[src/hw/lssc_pkg.sv]
package lssc_pkg;
   // Register offsets
   localparam logic [7:0] LSSC_OFF_LSC = 8'h78;
   localparam logic [7:0] LSSC_OFF_SCAP = 8'h7c;
   // Link control bit positions
   localparam int LSSC_BIT_RETRAIN = 5;
   localparam int LSSC_BIT_BWM_IE = 10;
   localparam int LSSC_BIT_ABW_IE = 11;
   // Link status bit positions
   localparam int LSSC_BIT_TRAIN = 27;
   localparam int LSSC_BIT_SCLK = 28;
   localparam int LSSC_BIT_DLACT = 29;
   localparam int LSSC_BIT_BWM = 30;
   localparam int LSSC_BIT_ABW = 31;
   // Slot capability bit positions
   localparam int LSSC_BIT_ABP = 0;
   localparam int LSSC_BIT_PCP = 1;
   localparam int LSSC_BIT_MRLP = 2;
   localparam int LSSC_BIT_AIP = 3;
   localparam int LSSC_BIT_PIP = 4;
   localparam int LSSC_BIT_HPS = 5;
   localparam int LSSC_BIT_HPC = 6;
   localparam int LSSC_POS_PLV = 7;
   localparam int LSSC_POS_PLS = 15;
   localparam int LSSC_BIT_EMIP = 17;
   // Reset values
   localparam logic [7:0] LSSC_RST_PLV = 8'h19;
   localparam logic [1:0] LSSC_RST_PLS = 2'h0;
   localparam logic [31:0] LSSC_ZERO = 32'h0000_0000;
   // Edges after reset before synced expander pin is trusted
   localparam logic [1:0] LSSC_STRAP_WAIT = 2'h2;

   // Register bus request
   typedef struct packed {
      logic        wr;
      logic        rd;
      logic        ldr;
      logic [7:0]  addr;
      logic [31:0] wdata;
   } lssc_req_t;

   // Link-layer events from the port core
   typedef struct packed {
      logic training;
      logic dl_active;
      logic dl_down;
      logic retrain_done;
      logic rel_change;
      logic auto_change;
   } lssc_link_t;

   // Power-limit message handshake states
   typedef enum logic [1:0] {LSSC_IDLE, LSSC_REQ, LSSC_WAIT} lssc_msg_st_t;
endpackage

[src/hw/lssc_regs.sv]
`timescale 1ns/100ps
// Functional notes
// RQ1 - Bit 27 shows retraining pending or active
// RQ2 - Bit 28 reports slot clock configuration; code reports the value set by loader writes and leaves slot_clk_cfg unused
// RQ3 - Bit 29 shows data link active
// RQ4 - Retrain completion sets bit 30, W1C
// RQ5 - Reliability speed/width change sets bit 30
// RQ6 - Autonomous bandwidth change sets bit 31, W1C
// RQ7 - Receiver L0s entry never gated by control
// RQ8 - Hot-plug bits default from hot-plug capability
// RQ9 - Serial hot-plug needs detected I/O expander
// RQ10 - No power controller keeps slot disabled
// RQ11 - Power slot when latch closed, control clear
// RQ12 - Latch sensed, low means closed
// RQ13 - Button/indicator present bits follow expander
// RQ14 - Hot-plug surprise bit defaults to zero
// RQ15 - Hot-plug capable bit follows expander
// RQ16 - Power limit value defaults to 19h
// RQ17 - Power limit field always implemented
// RQ18 - Capability write or link up sends message; code counts link up only while dlar_cap is set
// RQ19 - Interlock bit reserved without serial hot-plug
// RQ20 - Scale codes 1.0, 0.1, 0.01, 0.001
// RQ21 - Retrain write starts retraining, reads zero
// RQ22 - Bit 30 set raises interrupt when enabled
// RQ23 - Bit 31 set raises interrupt when enabled
// RQ24 - Active reporting capability defaults to one
module lssc_regs
   import lssc_pkg::*;
#(
   parameter bit DOWNSTREAM = 1'b1,
   parameter bit HP_CAPABLE = 1'b1
) (
   input  wire logic       clk,
   input  wire logic       reset_n,
   input  wire logic       ce,
   input  wire lssc_req_t  req,
   input  wire lssc_link_t link,
   input  wire logic       dlar_cap,
   input  wire logic       slot_clk_cfg,
   input  wire logic       expander_present,
   input  wire logic       latch_n,
   input  wire logic       pwr_ctrl_off,
   input  wire logic       msg_ack,
   output logic            rd_valid,
   output logic [31:0]     rd_data,
   output logic            retrain_req,
   output logic            msg_req,
   output logic [9:0]      msg_payload,
   output logic            irq,
   output logic            slot_power_on,
   output logic            hp_ctrl_enable,
   output logic            l0s_rx_allowed
);
   initial begin
      if (!DOWNSTREAM && HP_CAPABLE) begin
         $error("Hot-plug needs a downstream port");
      end
   end

   typedef struct packed {
      logic        rd_valid;
      logic [31:0] rd_data;
      logic        bwm_ie;
      logic        abw_ie;
      logic        bwm_st;
      logic        abw_st;
      logic        sclk;
      logic [6:0]  cap_lo;
      logic [7:0]  plv;
      logic [1:0]  pls;
      logic        emip;
      logic        retrain_pend;
      logic        retrain_sw;
      logic        dla_q;
      logic        msg_pend;
      lssc_msg_st_t msg_st;
      logic        msg_req;
      logic [9:0]  msg_pl;
      logic        irq;
      logic        pwr_on;
      logic        hp_en;
      logic        strap_done;
      logic [1:0]  strap_cnt;
   } lssc_st_t;

   lssc_st_t st_reg;
   lssc_st_t st_next;
   logic [1:0] pin_s;

   // Pins from the I/O expander cross in through two flops
   lssc_sync #(
      .W (2)
   ) u_sync (
      .clk     (clk),
      .reset_n (reset_n),
      .ce      (ce),
      .d       ({expander_present, latch_n}),
      .q       (pin_s)
   );

   // Serial hot-plug capability only with an expander seen
   function automatic logic serial_hp(input logic exp);
      return DOWNSTREAM && HP_CAPABLE && exp; // RQ9
   endfunction

   function automatic logic [31:0] lsc_read(input lssc_st_t s, input logic act,
                                            input logic trn);
      logic [31:0] v;
      v = LSSC_ZERO;
      if (DOWNSTREAM) begin
         v[LSSC_BIT_BWM_IE] = s.bwm_ie;
         v[LSSC_BIT_ABW_IE] = s.abw_ie;
         v[LSSC_BIT_TRAIN] = trn; // RQ1
         v[LSSC_BIT_DLACT] = act; // RQ3
         v[LSSC_BIT_BWM] = s.bwm_st;
         v[LSSC_BIT_ABW] = s.abw_st;
      end
      v[LSSC_BIT_SCLK] = s.sclk; // RQ2
      return v; // Retrain bit always reads zero RQ21
   endfunction

   function automatic logic [31:0] scap_read(input lssc_st_t s);
      logic [31:0] v;
      v = LSSC_ZERO;
      if (DOWNSTREAM) begin
         v[6:0] = s.cap_lo;
         v[LSSC_POS_PLV +: 8] = s.plv; // RQ17
         v[LSSC_POS_PLS +: 2] = s.pls; // RQ20
         v[LSSC_BIT_EMIP] = s.emip;
      end
      return v;
   endfunction

   // Next state: loader writes, status flags, message and slot power
   always_comb begin
      logic        act;
      logic        trn;
      logic        w_lsc;
      logic        w_scap;
      logic        shp;
      logic        dl_up;
      logic        cap_trig;
      act = DOWNSTREAM && dlar_cap && link.dl_active; // RQ3 RQ24
      st_next = st_reg;
      trn = st_reg.retrain_pend || link.training;
      w_lsc = req.wr && req.addr == LSSC_OFF_LSC;
      w_scap = req.wr && req.ldr && req.addr == LSSC_OFF_SCAP && DOWNSTREAM;
      shp = serial_hp(pin_s[1]);
      dl_up = act && !st_reg.dla_q;
      cap_trig = 1'b0;
      if (ce) begin
         st_next.dla_q = act;
         st_next.rd_valid = req.rd;
         if (req.rd) begin
            st_next.rd_data = (req.addr == LSSC_OFF_LSC) ? lsc_read(st_reg, act, trn) :
                              (req.addr == LSSC_OFF_SCAP) ? scap_read(st_reg) : LSSC_ZERO;
         end
         // Capability defaults follow the synced pin until the synchroniser has filled
         if (!st_reg.strap_done) begin
            st_next.strap_cnt = st_reg.strap_cnt + 2'h1;
            st_next.strap_done = (st_reg.strap_cnt == LSSC_STRAP_WAIT);
            st_next.cap_lo = {shp, 1'b0, {5{shp}}}; // RQ8 RQ13 RQ14 RQ15
            st_next.emip = shp; // RQ8 RQ19
         end
         if (w_lsc && DOWNSTREAM) begin
            st_next.bwm_ie = req.wdata[LSSC_BIT_BWM_IE];
            st_next.abw_ie = req.wdata[LSSC_BIT_ABW_IE];
            if (req.wdata[LSSC_BIT_RETRAIN]) begin
               st_next.retrain_pend = 1'b1; // RQ21
               st_next.retrain_sw = 1'b1;
            end
            if (req.wdata[LSSC_BIT_BWM]) st_next.bwm_st = 1'b0; // RQ4
            if (req.wdata[LSSC_BIT_ABW]) st_next.abw_st = 1'b0; // RQ6
         end
         if (w_lsc && req.ldr) begin
            st_next.sclk = req.wdata[LSSC_BIT_SCLK]; // RQ2
         end
         if (w_scap) begin
            st_next.cap_lo = req.wdata[6:0];
            st_next.plv = req.wdata[LSSC_POS_PLV +: 8];
            st_next.pls = req.wdata[LSSC_POS_PLS +: 2];
            st_next.emip = shp && req.wdata[LSSC_BIT_EMIP]; // RQ19
            cap_trig = 1'b1;
         end
         if (link.training) st_next.retrain_pend = 1'b0;
         if (link.dl_down) st_next.retrain_sw = 1'b0;
         // Set wins over a same-cycle clear
         if (DOWNSTREAM && !link.dl_down) begin
            if (link.retrain_done && st_reg.retrain_sw) begin
               st_next.bwm_st = 1'b1; // RQ4
               st_next.retrain_sw = 1'b0;
            end
            if (link.rel_change) st_next.bwm_st = 1'b1; // RQ5
            if (link.auto_change) st_next.abw_st = 1'b1; // RQ6
         end
         st_next.irq = (st_next.bwm_st && !st_reg.bwm_st && st_next.bwm_ie) || // RQ22
                       (st_next.abw_st && !st_reg.abw_st && st_next.abw_ie);   // RQ23
         // Power limit message queued on capability write or on link up while dlar_cap is set
         if (DOWNSTREAM && (cap_trig || dl_up)) st_next.msg_pend = 1'b1; // RQ18
         case (st_reg.msg_st)
            LSSC_IDLE: begin
               if (st_reg.msg_pend) begin
                  st_next.msg_pend = cap_trig || dl_up;
                  st_next.msg_req = 1'b1;
                  st_next.msg_pl = {st_reg.pls, st_reg.plv}; // RQ18
                  st_next.msg_st = LSSC_REQ;
               end
            end
            LSSC_REQ: begin
               if (msg_ack) begin
                  st_next.msg_req = 1'b0;
                  st_next.msg_st = LSSC_IDLE;
               end
            end
            default: begin
               st_next.msg_req = 1'b0;
               st_next.msg_st = LSSC_IDLE;
            end
         endcase
         // Slot power: latch position ignored without sensor
         st_next.hp_en = shp && st_reg.cap_lo[LSSC_BIT_PCP]; // RQ10
         st_next.pwr_on = st_next.hp_en && !pwr_ctrl_off &&
                          (!st_reg.cap_lo[LSSC_BIT_MRLP] || !pin_s[0]); // RQ11 RQ12
      end
   end

   always_ff @(posedge clk or negedge reset_n) begin
      if (!reset_n) begin
         st_reg <= '0;
         st_reg.plv <= LSSC_RST_PLV; // RQ16
         st_reg.pls <= LSSC_RST_PLS;
      end else begin
         st_reg <= st_next;
      end
   end

   // Outputs come straight from state flops
   assign rd_valid = st_reg.rd_valid;
   assign rd_data = st_reg.rd_data;
   assign retrain_req = st_reg.retrain_pend;
   assign msg_req = st_reg.msg_req;
   assign msg_payload = st_reg.msg_pl;
   assign irq = st_reg.irq;
   assign slot_power_on = st_reg.pwr_on;
   assign hp_ctrl_enable = st_reg.hp_en;
   assign l0s_rx_allowed = st_reg.strap_done; // RQ7 not gated by ASPM control
endmodule

[src/hw/lssc_sync.sv]
`timescale 1ns/100ps
module lssc_sync
   import lssc_pkg::*;
#(
   parameter int W = 4
) (
   input  wire logic         clk,
   input  wire logic         reset_n,
   input  wire logic         ce,
   input  wire logic [W-1:0] d,
   output logic      [W-1:0] q
);
   typedef struct packed {
      logic [W-1:0] s1;
      logic [W-1:0] s2;
   } lssc_sync_t;
   lssc_sync_t st_reg;
   lssc_sync_t st_next;

   // Two-stage synchroniser; first stage feeds only the second
   always_comb begin
      st_next = st_reg;
      if (ce) begin
         st_next.s1 = d;
         st_next.s2 = st_reg.s1;
      end
   end

   always_ff @(posedge clk or negedge reset_n) begin
      if (!reset_n) begin
         st_reg <= '0;
      end else begin
         st_reg <= st_next;
      end
   end

   assign q = st_reg.s2;
endmodule

[config.mk]
export PLATFORM = sky130hd
export DESIGN_NAME = lssc_regs
export DESIGN_NICKNAME = d
export VERILOG_FILES = /design/src/hw/lssc_pkg.sv /design/src/hw/lssc_regs.sv /design/src/hw/lssc_sync.sv
export SDC_FILE = /design/constraint.sdc
export NUM_CORES = 1
export LEC_CHECK = 0
export BUFFER_PORTS_ARGS = -buffer_cell sky130_fd_sc_hd__buf_2
export CORE_MARGIN = 2
export CORE_UTILIZATION = 54
export DETAILED_ROUTE_END_ITERATION = 10
export GPL_TIMING_DRIVEN = 0
export PLACE_DENSITY = 0.84
export RECOVER_POWER = 25
export SLEW_MARGIN = 20
export SYNTH_ARGS = -nofsm -noshare
export SYNTH_HDL_FRONTEND = slang
export SYNTH_SLANG_ARGS = --single-unit
[constraint.sdc]
create_clock -name clk -period 4.1 [get_ports clk]
set_input_delay 0.41 -clock clk [delete_from_list [all_inputs] [get_ports clk]]
set_output_delay 0.41 -clock clk [all_outputs]
set_load 0.005 [all_outputs]
==> run summary, run 1 <==
Post-synthesis cell type count: 41
Ports: 107
H-tree lvl count: 3
Failing checks: capacitance limit, slew limit
Worst endpoint required time: 4.26 ns
Crit. End Element: flip-flop
Initial antenna violation count: 0
Crit path max fanout: 10
Vias: 2328
Clock power frac: 35.3%
Number of enable flip-flop cells after synthesis: 0
Final non-filler cell area: 4021 um2
TNS Setup: 0 ns
Row cnt: 28
Cells after Synth: 266
Area contributors post-synth: dfrtp_1, buf_4, mux2_2
Switching Power: 390.6 uW
Area grow syn2layout: 23.71%
Final hold vios: 0
Worst hold path type: in2reg
Mean Syn Cell Area: 12.22 um2
Yosys warnings: 0
Reg clk slew, reported paths: 0.07 ns
Leakage: 0.002172 uW
Synth Flop Type: dfrtp_1
# fillers: 462
Reg-to-Reg End: st_reg[37]$_DFFE_PN0P_
DRT iter0 DRCs: 101
Die height: 81.59 um
Seq/Total Area, Yosys: 55.54%
Arr. time, crit path: 2.29 ns
Worst Hold Endpoint: retrain_req$_DFFE_PN0P_
Final worst path period share: 51.94%
Total iterations of the first detailed-routing run: 4
Most common library cells after synthesis: dfrtp_1, buf_4, mux2_2
Int Pwr: 1172 uW
# diodes: 0
Status: finished with violations
Sw frac: 24.99%
Setup Fix Bufs, Post-CTS: 0
Layout Skew: 0.005204 ns
FFs w/ async S/R, synth: 100.0%
GR Util All Layers: 22.80%
Worst R2R Path Depth: 2
Combinational power share: 12.2%
Post-Layout Cell Count: 451
First-pass GRT wire length: 11230 um
Slew margin rel.: -1.260%
Share of layout cells above drive strength 1: 47.87%
Yosys reg bits: 72
Count leader, synth: dfrtp_1
Starting density of the core: 55.23%
Placed Cells: 434
Detail Route Antenna Nets: 0
Count of cells resized by post-cts repair: 0
Largest net degree at the start of global routing: 47
Final min period: 2.129 ns
Max cap viols: 1
Layout Utilization: 68.32%
Clock buffer depth: 2
Die width: 81.59 um
CP Launch Type: input pin
Synth top area share: 53.12%
HPWL Detailed: 5102 um
Sequential share of power: 52.5%
CTS tree: built
HP Start: link[5]
Power per cell area: 388.6 nW/um2
Wirelength per Cell: 15.46 um
Reg-to-reg startpoint: u_sync.q[1]$_DFFE_PN0P_
Vias in the first global route: 2361
Max Slew Vio Count: 27
Clock root buffer: clkbuf_8
Core Box Area: 5886 um2
# port buffers: 84
Final wirelength: 6973 um
Least-Margin Pin Slew: 1.519 ns
Area after DPL: 3825 um2
Final #Nets: 430
Internal reg-to-reg setup slack: 2.41 ns
GP Congestion: 0.7638
Synth area leader: dfrtp_1
CTS Hold Buffers Added: 1
Total gr overflow: 0
Total Die Area: 6656 um2
WS Path Type: in2reg
Max FFs per register: 29
CTS Sinks: 72
RSZ-0062 raised after global routing: false
Peak VDD IR: 191.2 uV
Fmax: 0.4696 GHz
DR DRC count: 0
Cts bufs inserted: 9
Worst hold stages: 2
DR vias/cell: 5.162
Clock Latency Late Sink: 0.35 ns
Post-Syn Area: 3251 um2
Final setup fails: 0
## routing by layer
layer	part of all wire [%]	GRT usage, %	wire length (um)
met4	1.8	9.833	125
met3	5.7	5.385	394
met1	43	29.76	3023
met2	49	36.64	3430
met5	0	0	0
## logic make-up after synthesis
logic type	Yosys count	synth area share, %
muxes	30	10.28
DFF	72	55.54
adders and majority gates	1	0.3848
xor gates and xnor gates	1	0.2695
and+or+nand+nor	47	8.699
other	1	0.1154
buffers and inverters	66	12.97
AOI/OAI and AO/OA	48	11.74
## cells in the final DEF (no fill, tap or decap), types with 2 or more instances in the layout
| cell type | synthesis | layout |
|---|---|---|
| nand2_1 | 15 | 15 |
| clkbuf_1 | 8 | 13 |
| o2bb2ai_1 | 2 | 2 |
| dfrtp_1 | 69 | 69 |
| mux2_2 | 27 | 27 |
| nor3_1 | 3 | 3 |
| clkbuf_8 | 0 | 10 |
| nor2_1 | 9 | 9 |
| o21ai_0 | 5 | 5 |
| a32o_1 | 2 | 2 |
| buf_2 | 1 | 83 |
| mux2i_1 | 3 | 3 |
| a22o_1 | 19 | 19 |
| nand2b_1 | 2 | 2 |
| nand3b_1 | 2 | 2 |
| a221oi_1 | 8 | 8 |
| conb_1 | 1 | 9 |
| buf_4 | 44 | 44 |
| a21o_1 | 2 | 2 |
| dfstp_2 | 3 | 3 |
| nor4_2 | 2 | 2 |
| a21oi_1 | 5 | 5 |
| o31ai_1 | 2 | 2 |
| nand3_1 | 3 | 3 |
| inv_1 | 11 | 11 |
| nor3b_1 | 2 | 2 |
## power groups by stage
stage                     Clock (uW)  Combinational [uW]  Sequential [uW]
final                            552                 190              821
after global routing             590                 218              827
after CTS                        560                 193              820
after detailed placement           0                 191              833
after global placement             0                 180              826
after floorplan                    0                 114              821
## per-stage QoR
stage,setup WS (ns),power [uW],hold WS [ns]
after CTS,2.094,1573,0.2499
after detailed placement,1.786,1024,0.3526
after floorplan,2.216,935.1,0.1144
after global placement,1.859,1006,0.4591
final,1.971,1563,0.2582
after global routing,1.838,1635,0.2426
## critical path, stage by stage
cell and delay, ns:
clkbuf_1 0.13, clkbuf_1 0.44, inv_1 0.20, nor4_1 0.99, a221oi_1 0.11
## cell type report
| cell class | count | area [um2] | area share (%) |
|---|---|---|---|
| well taps | 75 | 93.84 | 2.334 |
| plain buffers | 54 | 376.6 | 9.365 |
| repair buffers | 86 | 455.4 | 11.33 |
| flip-flops and latches | 72 | 1805 | 44.90 |
| inverters | 12 | 45.04 | 1.120 |
| clock buffers | 13 | 148.9 | 3.703 |
| multi-input cells | 136 | 1054 | 26.20 |
| clock inverters | 3 | 42.54 | 1.058 |
## worst max-delay path by stage
stage	cells past startpoint	to	start	slack [ns]
after floorplan	5	st_reg[23]$_DFFE_PN0P_	req[32]	2.22
after global placement	6	rd_data[29]$_DFFE_PN0P_	ce	1.86
after detailed placement	6	rd_data[29]$_DFFE_PN0P_	ce	1.79
after CTS	5	st_reg[37]$_DFFE_PN0P_	ce	2.09
after global routing	5	st_reg[35]$_DFFE_PN0P_	ce	1.84
final	5	st_reg[37]$_DFFE_PN0P_	ce	1.97
No activity file was read; power rests on OpenSTA's default activity.
==> run 2: changes to the inputs <==
CORE_UTILIZATION = 45   (was 54)
PLACE_DENSITY = 0.75   (was 0.84)
clock period = 1.74 ns   (was 4.1 ns; I/O delays follow)
==> run summary, run 2 (synthesis gave the netlist of run 1 again) <==
Int Pwr: 3196 uW (+170%)
Setup Fix Bufs, Post-CTS: 0 (unchanged)
Arr. time, crit path: 1.86 ns (-0.43 ns)
Starting density of the core: 47.07% (-8.2 points)
CTS Sinks: 72 (unchanged)
Max FFs per register: 29 (unchanged)
TNS Setup: 0 ns (unchanged)
Peak VDD IR: 443.2 uV (+130%)
Detail Route Antenna Nets: 0 (unchanged)
Vias in the first global route: 2274 (-3.7%)
Grt met3 use: 4.063% (-1.3 points)
CP startpoint: ce
Fmax: 0.6294 GHz
GR Util All Layers: 17.91% (-4.9 points)
Dpl ws: -0.2643 ns (-2.051 ns)
Clock Latency Late Sink: 0.34 ns (about the same)
Crit path to: rd_data[12]$_DFFE_PN0P_
Die height: 88.99 um (+9.1%)
Worst hold path type: in2reg
Initial antenna violation count: 0 (unchanged)
Sequential share of power: 46.9% (-5.6 points)
Vias: 2289 (-1.7%)
Share of layout cells above drive strength 1: 49.47% (+1.6 points)
Layout Skew: 0.009833 ns (+0.004629 ns)
# diodes: 0 (unchanged)
HPWL Detailed: 4973 um (-2.5%)
Cts bufs inserted: 9 (unchanged)
Total Die Area: 7919 um2 (+19%)
H-tree lvl count: 3 (unchanged)
Final #Nets: 430 (unchanged)
Status: finished, final reports clean
CTS tree: built
Power per cell area: 996.7 nW/um2 (+160%)
WS Path Type: in2reg
Grt met1 use: 23.70% (-6.1 points)
Clock power frac: 42.3% (+7.0 points)
Worst endpoint required time: 2.01 ns (-2.25 ns)
Reg-to-reg startpoint: st_reg[17]$_DFFE_PN0P_
Largest net degree at the start of global routing: 40 (-15%)
Combinational power share: 10.7% (-1.5 points)
RSZ-0062 raised after global routing: false
DR vias/cell: 4.850 (-6.0%)
Die width: 88.99 um (+9.1%)
Met2 usage: 28.22% (-8.4 points)
Busiest layer in global routing: met2
Min setup slack post-route: 0.1512 ns (-1.819 ns)
Core Box Area: 6907 um2 (+17%)
Slew margin rel.: 44.70% (+46 points)
Crit. End Element: flip-flop
Wirelength per Cell: 14.10 um (-8.8%)
Final min period: 1.589 ns
Leakage: 0.002219 uW (+2.1%)
DRT iter0 DRCs: 95 (-5.9%)
Final wirelength: 6656 um (-4.5%)
GP Congestion: 0.7428 (-2.7%)
Least-Margin Pin Slew: 0.8296 ns (-0.6893 ns)
Clock root buffer: clkbuf_8
Most frequent cells in the layout: buf_2, dfrtp_1, buf_4, mux2_2, a22o_1
Leading cell type in the layout, fill and taps excluded: buf_2
Crit path max fanout: 10 (unchanged)
Final worst path period share: 91.31%
Area grow syn2layout: 26.91%
Final hold vios: 0 (unchanged)
DR DRC count: 0 (unchanged)
Internal reg-to-reg setup slack: 0.22 ns (-2.19 ns)
Total gr overflow: 0 (unchanged)
# fillers: 605 (+31%)
Clock buffer depth: 2 (unchanged)
First-pass GRT wire length: 10670 um (-5.0%)
Switching Power: 915.4 uW (+130%)
Sw frac: 22.26% (-2.7 points)
Total iterations of the first detailed-routing run: 4 (unchanged)
Worst R2R Path Depth: 3 (+1)
Final setup fails: 0 (unchanged)
Row cnt: 30 (+7.1%)
# port buffers: 84 (unchanged)
Reg-to-Reg End: msg_payload[9]$_DFFE_PN0P_
Reg clk slew, reported paths: 0.07 ns (about the same)
CP Launch Type: input pin
Ports: 107 (unchanged)
Max cap viols: 0 (-1)
Max Slew Vio Count: 0 (-100%)
[run 2: power groups by stage]
stage / Combinational (uW) / Clock, uW / Sequential [uW]
after global placement: 425 / 0 / 1950
after floorplan: 268 / 0 / 1930
final: 441 / 1740 / 1930
after CTS: 452 / 1780 / 1930
after detailed placement: 448 / 0 / 1960
after global routing: 506 / 1840 / 1950
[run 2: worst max-delay path: stages]
cell	delay [ns]
buf_2	0.12
clkbuf_1	0.25
nand2_1	0.21
clkbuf_1	0.43
buf_1	0.45
a22o_1	0.22
[run 2: layer usage]
layer  up-vias  routed length, um  share of wire (%)
li1       1098                  -                  -
met3        11                352                5.3
met1      1111               2974                 45
met5         -                  0                  0
met2        69               3213                 48
met4         0                115                1.7
[run 2: worst min path at each step]
| stage | cells past startpoint | to | startpoint |
|---|---|---|---|
| after floorplan | 0 | hp_ctrl_enable$_DFFE_PN0P_ | reset_n |
| after global placement | 2 | retrain_req$_DFFE_PN0P_ | link[5] |
| after detailed placement | 1 | u_sync.st_reg[2]$_DFFE_PN0P_ | reset_n |
| after CTS | 2 | retrain_req$_DFFE_PN0P_ | link[5] |
| after global routing | 2 | retrain_req$_DFFE_PN0P_ | link[5] |
| final | 2 | retrain_req$_DFFE_PN0P_ | link[5] |
[run 2: through the flow]
stage | util [%] | total power, uW | cell area [um2] | hold WS, ns | instances
after floorplan | - | 2203 | 3281 | -0.1216 | 274
after global placement | 55.33 | 2374 | 3821 | 0.3684 | 454
after detailed placement | 55.65 | 2409 | 3844 | 0.1489 | 455
after CTS | 59.71 | 4157 | 4124 | 0.01024 | 472
after global routing | 59.73 | 4297 | 4125 | 0.03639 | 472
final | 59.73 | 4111 | 4125 | 0.03050 | 472
[run 2: final cells by class]
| type | instances | area [um2] | area share (%) |
|---|---|---|---|
| plain buffers | 54 | 377.9 | 9.160 |
| clock buffers | 11 | 141.4 | 3.427 |
| clock inverters | 5 | 128.9 | 3.124 |
| inverters | 12 | 45.04 | 1.092 |
| multi-input cells | 136 | 1069 | 25.90 |
| flip-flops and latches | 72 | 1805 | 43.77 |
| well taps | 96 | 120.1 | 2.912 |
| repair buffers | 86 | 437.9 | 10.62 |
[run 2: repair_timing]
item,4_1_cts,5_1_grt
hold buffers,1,0
resized for setup,0,5
endpoints found under the hold margin,30,0
setup endpoints to repair,0,12
